--- config.mk ---
export PLATFORM = sky130hd
export DESIGN_NAME = pdcsw_core
export DESIGN_NICKNAME = d
export VERILOG_FILES = /design/src/pdcsw_pkg.sv /design/src/pdcsw_core.sv
export SDC_FILE = /design/constraint.sdc
export NUM_CORES = 1
export LEC_CHECK = 0
export BUFFER_PORTS_ARGS = -buffer_cell sky130_fd_sc_hd__buf_2
export CAP_MARGIN = 15
export CORE_ASPECT_RATIO = 0.9
export CORE_MARGIN = 8
export CORE_UTILIZATION = 30
export CTS_CLUSTER_DIAMETER = 80
export DETAILED_ROUTE_END_ITERATION = 10
export SLEW_MARGIN = 20
export SYNTH_ARGS = -nofsm -noshare
export SYNTH_HDL_FRONTEND = slang
export SYNTH_SLANG_ARGS = --single-unit
--- constraint.sdc ---
create_clock -name clk_sys_i -period 3.4 [get_ports clk_sys_i]
set_input_delay 0.85 -clock clk_sys_i [delete_from_list [all_inputs] [get_ports clk_sys_i]]
set_output_delay 0.85 -clock clk_sys_i [all_outputs]
set_load 0.01 [all_outputs]
--- src/pdcsw_pkg.sv ---
// constants shared by the power die control, status and watchdog block
package pdcsw_pkg;

    // register addresses on the internal serial link
    localparam logic [4:0] ADDR_SYS_CTRL = 5'h00;
    localparam logic [4:0] ADDR_HS_OUT = 5'h02;
    localparam logic [4:0] ADDR_HS_STAT = 5'h04;
    localparam logic [4:0] ADDR_WDOG_CTRL = 5'h0B;
    localparam logic [4:0] ADDR_SYS_STAT = 5'h0C;

    // system_control fields
    localparam int CTRL_PSE = 7;
    localparam int CTRL_STOP = 6;
    localparam int CTRL_SLEEP = 5;
    localparam int CTRL_TSD_LOWER = 4;
    localparam int CTRL_TSD_UPPER = 3;
    localparam int CTRL_VSD = 2;
    localparam logic [7:0] STOP_QUAL_MASK = 8'hBC;
    localparam logic [7:0] SLEEP_QUAL_MASK = 8'hDC;

    // high side output and status fields
    localparam int HSOUT_5V_ON = 7;
    localparam int HIGH_SIDE_STATUS_5V_OCF = 7;

    // watchdog_control fields
    localparam int WDOG_ENABLE = 7;
    localparam int WDOG_KICK = 6;

    // frame layout: A4..A0, read/write, parity, unused, then eight data bits
    localparam logic [4:0] FRAME_BITS = 5'h10;
    localparam logic [4:0] ADDR_SAMPLES = 5'h06;
    localparam int FRAME_RW = 10;

    // reset value of the input synchroniser, slave select idles high
    localparam logic [17:0] SYNC_RESET = 18'h20000;

    // timing
    localparam int CLK_HZ = 50_000_000;
    localparam int WDOG_MIN_PERIOD_MS = 10;
    localparam int WDOG_BASE_CYCLES = CLK_HZ / 1000 * WDOG_MIN_PERIOD_MS;
    localparam int LIN_CL_TIME_US = 200;
    localparam int LIN_CL_CYCLES = CLK_HZ / 1_000_000 * LIN_CL_TIME_US;

endpackage

--- src/pdcsw_core.sv ---
// control, status and window watchdog logic of the power die, reached over the internal serial link
// Summary of operation
// - pwm bit makes high side follow pwm
// - high side overcurrent flag, write one clears
// - 5v output overcurrent flag bit 7
// - power stage enable gates all power outputs
// - stop bit requests stop, irq clears
// - stop only if bits 7..2 zero
// - sleep bit requests sleep, irq clears
// - sleep only if bits 7..2 zero
// - hot die shuts upper drivers unless disabled
// - hot die shuts lower drivers unless disabled
// - voltage fault shuts power stages unless disabled
// - two bit lin slew select
// - lin current limit status, timed transmitter off
// - voltage failure is low or high flag
// - status mirrors temperature, aux, 5v flags
// - group fail bits for high sides, bridges
// - watchdog enable set only, reset clears
// - kick restarts counter at frame end
// - expiry or early kick gives system reset
// - period select 80, 40, 20, 10 ms
// - stop halts watchdog, wake clears timer
// - sleep halts watchdog and clears enable
// - writes land only at slave select rise
// - pwm rising edge re-enables tripped high side
`timescale 1ns/1ps
module pdcsw_core #(
    parameter int unsigned WDOG_BASE_CYCLES = pdcsw_pkg::WDOG_BASE_CYCLES,
    parameter int unsigned LIN_CL_CYCLES = pdcsw_pkg::LIN_CL_CYCLES
) (
    input wire logic clk_sys_i,
    input wire logic rst_b_i,
    input wire logic spi_ss_b_i,
    input wire logic spi_sck_i,
    input wire logic spi_mosi_i,
    output logic spi_miso_o,
    output logic spi_miso_oe_o,
    input wire logic pwm_i,
    input wire logic [2:0] hs_oc_i,
    input wire logic switched_5v_oc_i,
    input wire logic aux_high_side_overcurrent_flag_i,
    input wire logic [3:0] hb_oc_i,
    input wire logic lin_cl_i,
    input wire logic overtemperature_flag_i,
    input wire logic low_voltage_flag_i,
    input wire logic high_voltage_flag_i,
    input wire logic cpu_irq_i,
    output logic [2:0] hs_drive_o,
    output logic [3:0] hb_upper_en_o,
    output logic [3:0] hb_lower_en_o,
    output logic switched_5v_output_o,
    output logic lin_tx_en_o,
    output logic ain_source_en_o,
    output logic [1:0] lin_slew_select_o,
    output logic stop_req_o,
    output logic sleep_req_o,
    output logic wdog_reset_o
);

    function automatic logic [22:0] wdog_period_cycles(input logic [1:0] sel);
        wdog_period_cycles = 23'(WDOG_BASE_CYCLES) << (2'd3 - sel);
    endfunction

    // every input crosses from outside the clock domain
    logic [17:0] sync_a;
    logic [17:0] sync_b;
    always_ff @(posedge clk_sys_i) begin
        if (!rst_b_i) begin
            sync_a <= pdcsw_pkg::SYNC_RESET;
            sync_b <= pdcsw_pkg::SYNC_RESET;
        end else begin
            sync_a <= {spi_ss_b_i, spi_sck_i, spi_mosi_i, pwm_i, hs_oc_i, switched_5v_oc_i,
                       aux_high_side_overcurrent_flag_i, hb_oc_i, lin_cl_i, overtemperature_flag_i,
                       low_voltage_flag_i, high_voltage_flag_i, cpu_irq_i};
            sync_b <= sync_a;
        end
    end

    logic ss_b, sck, mosi, pwm, sv_oc, aux_oc, lin_cl, ot_flag, lv_flag, hv_flag, cpu_irq;
    logic [2:0] hs_oc;
    logic [3:0] hb_oc;
    assign ss_b = sync_b[17];
    assign sck = sync_b[16];
    assign mosi = sync_b[15];
    assign pwm = sync_b[14];
    assign hs_oc = sync_b[13:11];
    assign sv_oc = sync_b[10];
    assign aux_oc = sync_b[9];
    assign hb_oc = sync_b[8:5];
    assign lin_cl = sync_b[4];
    assign ot_flag = sync_b[3];
    assign lv_flag = sync_b[2];
    assign hv_flag = sync_b[1];
    assign cpu_irq = sync_b[0];

    logic ss_d, sck_d, pwm_d, stop_d;
    logic stop_req, sleep_req;
    always_ff @(posedge clk_sys_i) begin
        if (!rst_b_i) begin
            ss_d <= 1'b1;
            sck_d <= 1'b0;
            pwm_d <= 1'b0;
            stop_d <= 1'b0;
        end else begin
            ss_d <= ss_b;
            sck_d <= sck;
            pwm_d <= pwm;
            stop_d <= stop_req;
        end
    end

    logic frame_start, frame_end, sck_rise, sck_fall, pwm_rise;
    assign frame_start = ss_d & ~ss_b;
    assign frame_end = ~ss_d & ss_b;
    assign sck_rise = ~ss_b & sck & ~sck_d;
    assign sck_fall = ~ss_b & ~sck & sck_d;
    assign pwm_rise = pwm & ~pwm_d;

    // serial frame: sample on falling clock, shift out on rising clock
    logic [4:0] fall_cnt, rise_cnt;
    logic [15:0] rx_sr;
    logic [7:0] status_snap, data_snap, rd_data, sys_status;
    logic miso;
    always_ff @(posedge clk_sys_i) begin
        if (!rst_b_i) begin
            fall_cnt <= 5'h00;
            rise_cnt <= 5'h00;
            rx_sr <= 16'h0000;
            status_snap <= 8'h00;
            data_snap <= 8'h00;
            miso <= 1'b0;
        end else if (frame_start) begin
            fall_cnt <= 5'h00;
            rise_cnt <= 5'h00;
            status_snap <= sys_status;
            miso <= sys_status[7];
        end else begin
            if (sck_fall) begin
                rx_sr <= {rx_sr[14:0], mosi};
                if (fall_cnt != 5'h1F) begin
                    fall_cnt <= fall_cnt + 5'h01;
                end
                // register contents are caught while the parity bit goes by
                if (fall_cnt == pdcsw_pkg::ADDR_SAMPLES) begin
                    data_snap <= rd_data;
                end
            end
            if (sck_rise && rise_cnt < pdcsw_pkg::FRAME_BITS) begin
                miso <= (rise_cnt[3] ? data_snap[3'd7 - rise_cnt[2:0]] : status_snap[3'd7 - rise_cnt[2:0]]);
                rise_cnt <= rise_cnt + 5'h01;
            end
        end
    end
    assign spi_miso_o = miso;
    assign spi_miso_oe_o = ~ss_b;

    // a frame with the wrong bit count or bad parity writes nothing
    logic wr_commit;
    logic [4:0] wr_addr;
    logic [7:0] wr_data;
    assign wr_addr = rx_sr[15:11];
    assign wr_data = rx_sr[7:0];
    assign wr_commit = frame_end && fall_cnt == pdcsw_pkg::FRAME_BITS && !rx_sr[pdcsw_pkg::FRAME_RW]
                       && !(^rx_sr[15:9]);

    logic ctrl_write, hsout_write, high_side_status_write, wd_write, kick;
    assign ctrl_write = wr_commit && wr_addr == pdcsw_pkg::ADDR_SYS_CTRL;
    assign hsout_write = wr_commit && wr_addr == pdcsw_pkg::ADDR_HS_OUT;
    assign high_side_status_write = wr_commit && wr_addr == pdcsw_pkg::ADDR_HS_STAT;
    assign wd_write = wr_commit && wr_addr == pdcsw_pkg::ADDR_WDOG_CTRL;
    assign kick = wd_write && wr_data[pdcsw_pkg::WDOG_KICK];

    // system_control
    logic pse, tsd_lower_dis, tsd_upper_dis, vsd_dis;
    logic [1:0] lin_slew;
    always_ff @(posedge clk_sys_i) begin
        if (!rst_b_i) begin
            pse <= 1'b0;
            tsd_lower_dis <= 1'b0;
            tsd_upper_dis <= 1'b0;
            vsd_dis <= 1'b0;
            lin_slew <= 2'h0;
        end else if (ctrl_write) begin
            pse <= wr_data[pdcsw_pkg::CTRL_PSE];
            tsd_lower_dis <= wr_data[pdcsw_pkg::CTRL_TSD_LOWER];
            tsd_upper_dis <= wr_data[pdcsw_pkg::CTRL_TSD_UPPER];
            vsd_dis <= wr_data[pdcsw_pkg::CTRL_VSD];
            lin_slew <= wr_data[1:0];
        end
    end
    assign lin_slew_select_o = lin_slew;

    // a request in the same cycle as the interrupt wins
    always_ff @(posedge clk_sys_i) begin
        if (!rst_b_i) begin
            stop_req <= 1'b0;
            sleep_req <= 1'b0;
        end else begin
            if (ctrl_write && wr_data[pdcsw_pkg::CTRL_STOP] && (wr_data & pdcsw_pkg::STOP_QUAL_MASK) == 8'h00) begin
                stop_req <= 1'b1;
            end else if (cpu_irq) begin
                stop_req <= 1'b0;
            end
            if (ctrl_write && wr_data[pdcsw_pkg::CTRL_SLEEP] && (wr_data & pdcsw_pkg::SLEEP_QUAL_MASK) == 8'h00) begin
                sleep_req <= 1'b1;
            end else if (cpu_irq) begin
                sleep_req <= 1'b0;
            end
        end
    end
    assign stop_req_o = stop_req;
    assign sleep_req_o = sleep_req;

    // high side output register
    logic sv_on;
    logic [2:0] follow_pwm, hs_on;
    always_ff @(posedge clk_sys_i) begin
        if (!rst_b_i) begin
            sv_on <= 1'b0;
            follow_pwm <= 3'h0;
            hs_on <= 3'h0;
        end else if (hsout_write) begin
            sv_on <= wr_data[pdcsw_pkg::HSOUT_5V_ON];
            follow_pwm <= wr_data[5:3];
            hs_on <= wr_data[2:0];
        end
    end

    // overcurrent flags and trip latches; a new event beats the clearing write
    logic [2:0] hs_flag, hs_trip, hs_clr;
    logic sv_flag, sv_trip, sv_clr;
    assign hs_clr = high_side_status_write ? wr_data[2:0] : 3'h0;
    assign sv_clr = high_side_status_write && wr_data[pdcsw_pkg::HIGH_SIDE_STATUS_5V_OCF];
    always_ff @(posedge clk_sys_i) begin
        if (!rst_b_i) begin
            hs_flag <= 3'h0;
            hs_trip <= 3'h0;
        end else begin
            hs_flag <= (hs_flag & ~hs_clr) | hs_oc;
            // with both on and pwm set the driver rides the limit instead of tripping
            hs_trip <= (hs_trip & ~(hs_clr | (follow_pwm & {3{pwm_rise}})))
                       | (hs_oc & ~(follow_pwm & hs_on));
        end
    end
    always_ff @(posedge clk_sys_i) begin
        if (!rst_b_i) begin
            sv_flag <= 1'b0;
            sv_trip <= 1'b0;
        end else begin
            sv_flag <= (sv_flag & ~sv_clr) | sv_oc;
            sv_trip <= (sv_trip & ~sv_clr) | sv_oc;
        end
    end

    // lin transmitter is cut after staying too long in current limit
    logic [15:0] lin_cl_cnt;
    logic lin_cl_off;
    always_ff @(posedge clk_sys_i) begin
        if (!rst_b_i || !pse) begin
            lin_cl_cnt <= 16'h0000;
            lin_cl_off <= 1'b0;
        end else if (!lin_cl) begin
            lin_cl_cnt <= 16'h0000;
        end else if (lin_cl_cnt == 16'(LIN_CL_CYCLES - 1)) begin
            lin_cl_off <= 1'b1;
        end else begin
            lin_cl_cnt <= lin_cl_cnt + 16'h0001;
        end
    end

    // protective shutdowns and power gating
    logic volt_fail, upper_off, lower_off, volt_off;
    assign volt_fail = lv_flag | hv_flag;
    assign upper_off = ot_flag & ~tsd_upper_dis;
    assign lower_off = ot_flag & ~tsd_lower_dis;
    assign volt_off = volt_fail & ~vsd_dis;
    always_ff @(posedge clk_sys_i) begin
        if (!rst_b_i) begin
            hs_drive_o <= 3'h0;
            hb_upper_en_o <= 4'h0;
            hb_lower_en_o <= 4'h0;
            switched_5v_output_o <= 1'b0;
            lin_tx_en_o <= 1'b0;
            ain_source_en_o <= 1'b0;
        end else begin
            hs_drive_o <= {3{pse & ~upper_off & ~volt_off}} & ~hs_trip
                          & (hs_on | (follow_pwm & {3{pwm}}));
            hb_upper_en_o <= {4{pse & ~upper_off & ~volt_off}};
            hb_lower_en_o <= {4{pse & ~lower_off & ~volt_off}};
            // supply faults do not touch the switched 5v output
            switched_5v_output_o <= pse & sv_on & ~sv_trip;
            lin_tx_en_o <= pse & ~lin_cl_off;
            ain_source_en_o <= pse;
        end
    end

    // read-only status summary
    assign sys_status = {lin_cl, ot_flag, volt_fail, aux_oc, sv_flag, |hs_flag, |hb_oc, 1'b0};

    // window watchdog
    logic wdog_en;
    logic [1:0] wdog_sel;
    logic [22:0] wdog_cnt, wdog_period;
    logic stop_wake, expire, early_kick;
    assign wdog_period = wdog_period_cycles(wdog_sel);
    assign stop_wake = stop_d & ~stop_req;
    assign expire = wdog_en && !stop_req && !sleep_req && wdog_cnt == wdog_period - 23'h000001;
    assign early_kick = wdog_en && kick && wdog_cnt < (wdog_period >> 1);
    always_ff @(posedge clk_sys_i) begin
        if (!rst_b_i) begin
            wdog_en <= 1'b0;
            wdog_sel <= 2'h0;
        end else begin
            if (sleep_req) begin
                wdog_en <= 1'b0;
            end else if (wd_write && wr_data[pdcsw_pkg::WDOG_ENABLE]) begin
                wdog_en <= 1'b1;
            end
            if (wd_write) begin
                wdog_sel <= wr_data[1:0];
            end
        end
    end
    always_ff @(posedge clk_sys_i) begin
        if (!rst_b_i) begin
            wdog_cnt <= 23'h000000;
            wdog_reset_o <= 1'b0;
        end else begin
            wdog_reset_o <= expire | early_kick;
            if (!wdog_en || sleep_req || stop_wake || kick || expire) begin
                wdog_cnt <= 23'h000000;
            end else if (!stop_req) begin
                wdog_cnt <= wdog_cnt + 23'h000001;
            end
        end
    end

    // register read mux
    always_comb begin
        case (rx_sr[5:1])
            pdcsw_pkg::ADDR_SYS_CTRL: rd_data = {pse, 2'b00, tsd_lower_dis, tsd_upper_dis, vsd_dis, lin_slew};
            pdcsw_pkg::ADDR_HS_OUT: rd_data = {sv_on, 1'b0, follow_pwm, hs_on};
            pdcsw_pkg::ADDR_HS_STAT: rd_data = {sv_flag, 4'h0, hs_flag};
            pdcsw_pkg::ADDR_WDOG_CTRL: rd_data = {wdog_en, 5'h00, wdog_sel};
            pdcsw_pkg::ADDR_SYS_STAT: rd_data = sys_status;
            default: rd_data = 8'h00;
        endcase
    end

    chk_stop_qualify: assert property (@(posedge clk_sys_i) disable iff (!rst_b_i)
        (ctrl_write && !stop_req && (wr_data & pdcsw_pkg::STOP_QUAL_MASK) != 8'h00) |=> !stop_req)
        else $error("stop accepted with other control bits set");
    chk_sleep_qualify: assert property (@(posedge clk_sys_i) disable iff (!rst_b_i)
        (ctrl_write && !sleep_req && (wr_data & pdcsw_pkg::SLEEP_QUAL_MASK) != 8'h00) |=> !sleep_req)
        else $error("sleep accepted with other control bits set");
    chk_hs_flag_set: assert property (@(posedge clk_sys_i) disable iff (!rst_b_i)
        (hs_oc != 3'h0) |=> ((hs_flag & $past(hs_oc)) == $past(hs_oc)))
        else $error("high side overcurrent did not set its flag");
    chk_5v_flag_clear: assert property (@(posedge clk_sys_i) disable iff (!rst_b_i)
        (sv_clr && !sv_oc) |=> (!sv_flag && !sv_trip) ##1 (switched_5v_output_o == $past(pse && sv_on)))
        else $error("5v flag not cleared by write one");
    chk_power_gate: assert property (@(posedge clk_sys_i) disable iff (!rst_b_i)
        !pse |=> (hs_drive_o == 3'h0 && hb_upper_en_o == 4'h0 && !switched_5v_output_o && !lin_tx_en_o))
        else $error("power output active while power stages disabled");
    chk_wdog_once: assert property (@(posedge clk_sys_i) disable iff (!rst_b_i)
        (wdog_en && !sleep_req) |=> wdog_en)
        else $error("watchdog enable cleared by software");
    chk_early_kick: assert property (@(posedge clk_sys_i) disable iff (!rst_b_i)
        early_kick |=> (wdog_reset_o && wdog_cnt == 23'h000000))
        else $error("kick in closed window did not reset");
    chk_stop_hold: assert property (@(posedge clk_sys_i) disable iff (!rst_b_i)
        (stop_req && wdog_en && !kick && !sleep_req) |=> $stable(wdog_cnt))
        else $error("watchdog counted during stop");
    chk_sleep_disable: assert property (@(posedge clk_sys_i) disable iff (!rst_b_i)
        sleep_req |=> (!wdog_en && wdog_cnt == 23'h000000))
        else $error("watchdog still enabled in sleep");
    chk_write_at_end: assert property (@(posedge clk_sys_i) disable iff (!rst_b_i)
        !frame_end |=> ($stable(pse) && $stable(wdog_sel) && $stable(follow_pwm)))
        else $error("register changed outside slave select rise");

endmodule

# Word level (Yosys, flattened, before mapping)
# Index checks and enable logic that the tools add are counted.
# word_totals
ff_bits	157
latch_bits	0
ramBits	0
romBits	0
inputBits	20
output_inout_bits	21
wordCells	181
memories	0
# op_classes
addsub	7
mul	0
div	0
order_cmp	3
eq_ne	12
n_shift	1
mux	12
n_bitwise	58
n_reduce_logical	50
# ops
cell	n
$pmux 8 s5	1
$and 3x3->3	8
$add 23x1->23 const B	1
$eq 23x23->1	1
$lt 23x22->1	1
$shl 19x2->23 const A	1
$sub 23x1->23 const B	1
$and 1x1->1	20
$logic_and 1x1->1	20
$not 1->1	18
$add 16x1->16 const B	1
$eq 16x14->1 const B	1
$logic_not 8->1	2
$eq 5x3->1 const B	3
$eq 5x4->1 const B	3
$not 3->3	4
$or 3x3->3	4
$add 5x1->5 const B	2
$eq 5x2->1 const B	2
$logic_not 5->1	2
$mux 1	8
$reduce_or 2->1	4
$logic_not 1->1	7
$reduce_xor 7->1	1
15 further kinds	27

# Depth between registers and ports, before layout
# logic_depth
depth_word	11
depth_mapped	9
ltp_nobuf	9

# Worst setup path after synthesis
# Ideal clock, no wire load.
# synth_timing
kind	reg-to-reg
from	register wdog_sel[0]
to	register wdog_cnt[10]
setup_time_ns	0.116
arrival_time_ns	2.283
required_time_ns	3.284
setup_slack_ns	1.001
path_stages_with_launch	9
path_buffers	1
period_less_slack_ns	2.399
cell_sequence	dfxtp_1 inv_1 ha_1 xnor2_1 nand4_1 or4_4 o41ai_4 buf_6 nor3_2
# synth_between
elab_chain_cells	7
# synth_rtl
element	line	source
start, declared	pdcsw_core.sv:303	logic [1:0] wdog_sel;
start signal, assigned	pdcsw_core.sv:321	wdog_sel <= wr_data[1:0];
$sub 2x2->2	pdcsw_core.sv:62	wdog_period_cycles = 23'(WDOG_BASE_CYCLES) << (2'd3 - sel);
$shl 19x2->23	pdcsw_core.sv:62	
$sub 23x1->23	pdcsw_core.sv:308	assign expire = wdog_en && !stop_req && !sleep_req && wdog_cnt == wdog_period - 23'h000001;
$eq 23x23->1	pdcsw_core.sv:308	
$logic_and 1x1->1	pdcsw_core.sv:308	
$logic_or 1x1->1	pdcsw_core.sv:331	if (!wdog_en || sleep_req || stop_wake || kick || expire) begin
$reduce_or 2->1 (no source line)	--	
end signal, assigned	pdcsw_core.sv:334	wdog_cnt <= wdog_cnt + 23'h000001;
end, declared	pdcsw_core.sv:304	logic [22:0] wdog_cnt, wdog_period;
# Every way passes these cells.
# A chain may end at the register's enable or synchronous reset.

# Worst setup path in the final report
# layout_timing
from	register wdog_sel[0]
to	register wdog_cnt[22]
# The elaborated chain is that of the path after synthesis.

==> results.rst <==
.. list-table::
   :header-rows: 1

   * - Metric
     - Value
   * - Critical path cell sequence
     - inv_1 -> ha_1 -> xnor2_1 -> nand4_1 -> or4_4 -> o41ai_4 -> buf_4 -> nor3_1
   * - Storage element area
     - 0.00314 mm2
   * - Post-Synthesis Net Count
     - 830
   * - Vias in the first global route
     - 5,154
   * - Clock sink count
     - 157
   * - Final slew viol count
     - 0
   * - Detailed-route DRC error count
     - 0
   * - Count of H-tree levels built during CTS
     - 4
   * - Endpoint class of the critical path
     - flip-flop
   * - Crit-path slowest cell
     - sky130_fd_sc_hd__or4_4
   * - Total number of nets in the final design
     - 858
   * - Most common cell after layout, fill and taps aside
     - sky130_fd_sc_hd__dfxtp_1
   * - Outcome
     - complete, no violations
   * - Top library cells by usage in the layout, fill and taps aside
     - 157 x sky130_fd_sc_hd__dfxtp_1, 77 x sky130_fd_sc_hd__nand2_1, 43 x sky130_fd_sc_hd__nor2_1
   * - Worst Path Arrival
     - 3000 ps
   * - Worst Hold Class
     - flip-flop to flip-flop
   * - Syn Inst Count
     - 774
   * - Total GRT Usage
     - 10.9%
   * - Number of buffers inserted by post-CTS setup repair
     - 0
   * - Top area cells in the synthesized netlist
     - sky130_fd_sc_hd__dfxtp_1 43%, sky130_fd_sc_hd__ha_1 6.1%, sky130_fd_sc_hd__nand2_1 3.9%, sky130_fd_sc_hd__and2_1 3.4%, sky130_fd_sc_hd__xnor2_1 3.2%
   * - Top cell type by total area after synthesis
     - sky130_fd_sc_hd__dfxtp_1
   * - Final weighted congestion in routability-driven placement
     - 0.827
   * - Core Box Area
     - 0.0241 mm2
   * - Shortest clock period the worst path allows after layout
     - 2710 ps
   * - Start-to-end type of the worst setup path
     - flip-flop to flip-flop
   * - Tightest hold margin
     - 413 ps
   * - Area added between synthesis and finish
     - 14.2%
   * - Sequential area share after synthesis
     - 42.8%
   * - Sum of routed wire length over all layers
     - 15,600 um
   * - Fraction of final layout cells with drive strength greater than 1
     - 14.6%
   * - Maximum capacitance violations
     - 0
   * - ANT cells
     - 0
   * - Dpl hpwl
     - 11,100 um
   * - Floorplan die area
     - 0.0298 mm2
   * - Die Wd
     - 181 um
   * - Number of buffers added by the clock tree synthesis step
     - 17
   * - Pin slew with the least headroom to its limit
     - 778 ps
   * - Number of hold violations in the final report
     - 0
   * - Crit path launch type
     - flip-flop
   * - Height of the chip
     - 164 um
   * - Seq cells post-synth
     - 157
   * - TritonCTS clock tree
     - done
   * - Number of filler instances in the final layout
     - 2,472
   * - Worst-Skew Late Latency
     - 420 ps
   * - Crit-path max FO
     - 23
   * - Share of synthesized registers carrying an async set or reset
     - 0%
   * - Buffer cell driving the clock tree root
     - sky130_fd_sc_hd__clkbuf_16
   * - Unrepaired setup endpoints after global routing
     - false
   * - Setup Total Neg Slack
     - 0 ps
   * - Required time at the endpoint of the critical path
     - 3690 ps
   * - Drt first pass iters
     - 4
   * - Pwr dens
     - 464 mW/mm2
   * - Initial Utilization
     - 30.5%
   * - Proportion of netlist area held by the largest area contributor
     - 42.8%
   * - CP max stage delay
     - 570 ps
   * - Total number of vias
     - 5,358
   * - Yosys warnings
     - 0
   * - Setup violation total in the final timing report
     - 0
   * - CTS clk-pin slew, worst paths
     - 70 ps
   * - DRT iter0 DRCs
     - 323
   * - Count of input and output buffers
     - 40
   * - Initial antenna violation count
     - 0
   * - CTS max path bufs
     - 2
   * - Vias per inst
     - 4.77
   * - Wire length of the first global-routing pass
     - 26,700 um
   * - Gate family responsible for the most delay along the worst path
     - simple AND/OR/NAND/NOR gates
   * - Highest achievable clock rate
     - 0.369 GHz
   * - Synth cell types
     - 62
   * - Largest clock skew in the final design
     - 8.73 ps
   * - Worst ir drop on vdd
     - 281 uV
   * - Remaining global-route overflow
     - 0
   * - Max-slew headroom
     - 47.1%
   * - ANT nets after route
     - 0
   * - Top FF cell, synth
     - sky130_fd_sc_hd__dfxtp_1
   * - Number of enable flip-flop cells after synthesis
     - 0
   * - WL/cell
     - 13.9 um
   * - Final worst-path cycle share
     - 79.7%
   * - Cell area after technology mapping
     - 0.00735 mm2
   * - Buffers plus inverters on the worst setup path
     - 2
   * - Hold-fix buffers, CTS
     - 0
   * - Top Ports
     - 41
   * - Pin count of the biggest net entering global routing
     - 38
   * - Reg2reg setup slack
     - 690 ps
   * - Std cell rows
     - 54
   * - # resized after CTS
     - 0
   * - Area of the multi-input gates
     - 0.00388 mm2
   * - Leak Pwr
     - 3.12 nW
   * - Syn Area/Cell
     - 9.49 um2
## routing by layer
metal | share of wire (%) | wire [um] | track usage, % | vias to the layer above
met5 | 0 | 0 | 0 | -
met4 | 1.1 | 166 | 3.76 | 0
met3 | 3.5 | 541 | 2.57 | 12
met2 | 44 | 6880 | 16.8 | 80
met1 | 51 | 8040 | 14.8 | 2523
li1 | - | - | - | 2743
## cell usage after synthesis, types with 4 or more instances
master and count:
sky130_fd_sc_hd__a21boi_0 25, sky130_fd_sc_hd__a21o_1 4, sky130_fd_sc_hd__a21oi_1 20, sky130_fd_sc_hd__a221o_1 4
sky130_fd_sc_hd__a22oi_1 4, sky130_fd_sc_hd__a31oi_1 5, sky130_fd_sc_hd__and2_1 40, sky130_fd_sc_hd__and3_1 12
sky130_fd_sc_hd__buf_4 7, sky130_fd_sc_hd__buf_6 5, sky130_fd_sc_hd__clkbuf_1 28, sky130_fd_sc_hd__dfxtp_1 157
sky130_fd_sc_hd__ha_1 36, sky130_fd_sc_hd__inv_1 28, sky130_fd_sc_hd__mux2i_1 22, sky130_fd_sc_hd__nand2_1 77
sky130_fd_sc_hd__nand2b_1 5, sky130_fd_sc_hd__nand3_1 12, sky130_fd_sc_hd__nand3b_1 6, sky130_fd_sc_hd__nand4_1 16
sky130_fd_sc_hd__nor2_1 43, sky130_fd_sc_hd__nor2b_1 30, sky130_fd_sc_hd__nor3_1 20, sky130_fd_sc_hd__nor3_2 21
sky130_fd_sc_hd__nor4_1 13, sky130_fd_sc_hd__o21ai_0 24, sky130_fd_sc_hd__xnor2_1 27, sky130_fd_sc_hd__xor2_1 26
## power breakdown
part,total [mW],internal [mW],switching [mW]
clock,1.94,1.11,0.827
sequential,1.88,1.87,0.0155
combinational,0.0726,0.0359,0.0368
## path summary, 6_finish.rpt
check                                  from             to  depth (start not counted)
worst max-delay path            wdog_sel[0]   wdog_cnt[22]                          8
worst min-delay path             hs_trip[2]  hs_drive_o[2]                          1
worst max register to register  wdog_sel[0]   wdog_cnt[22]                          8
worst min register to register   hs_trip[2]  hs_drive_o[2]                          1
## state kept, by name (all words and copies together), names as in the netlist, 5 cells and up
register,cells
rx_sr,16
lin_cl_cnt,16
sync_a,18
rise_cnt,5
sync_b,18
status_snap,7
wdog_cnt,23
data_snap,8
fall_cnt,5
## area by class of cell
type | count | area share (%)
Clock buffer | 18 | 5.12
Clock inverter | 14 | 2.09
Inverter | 28 | 1.25
Multi-Input combinational cell | 549 | 46.3
Sequential cell | 157 | 37.5
Tap cell | 308 | 4.59
Timing Repair Buffer | 49 | 3.19
## logic make-up after synthesis
group,after synthesis,synth area share (%)
simple gates,321,25.3
xor+xnor,54,6.66
flops,157,42.8
mux,28,4.41
fa+ha+maj,36,6.13
buf+inv,68,4.34
compound gates,110,10.4
## stage by stage
| step | worst slack [ps] | std cells | cell area (um2) | total power, mW | utilization [%] |
|---|---|---|---|---|---|
| 6_report | 690 | 1123 | 8390 | 3.90 | 34.8 |
| 5_1_grt | 502 | 1123 | 8390 | 4.04 | 34.8 |
| 3_5_place_dp | 703 | 1091 | 7780 | 2.00 | 32.3 |
| 4_1_cts | 682 | 1123 | 8390 | 3.95 | 34.8 |
| 2_1_floorplan | 1000 | 774 | 7350 | 1.97 | - |
| 3_3_place_gp | 761 | 1091 | 7780 | 2.00 | 32.3 |
Power figures use the tool's default switching activity.
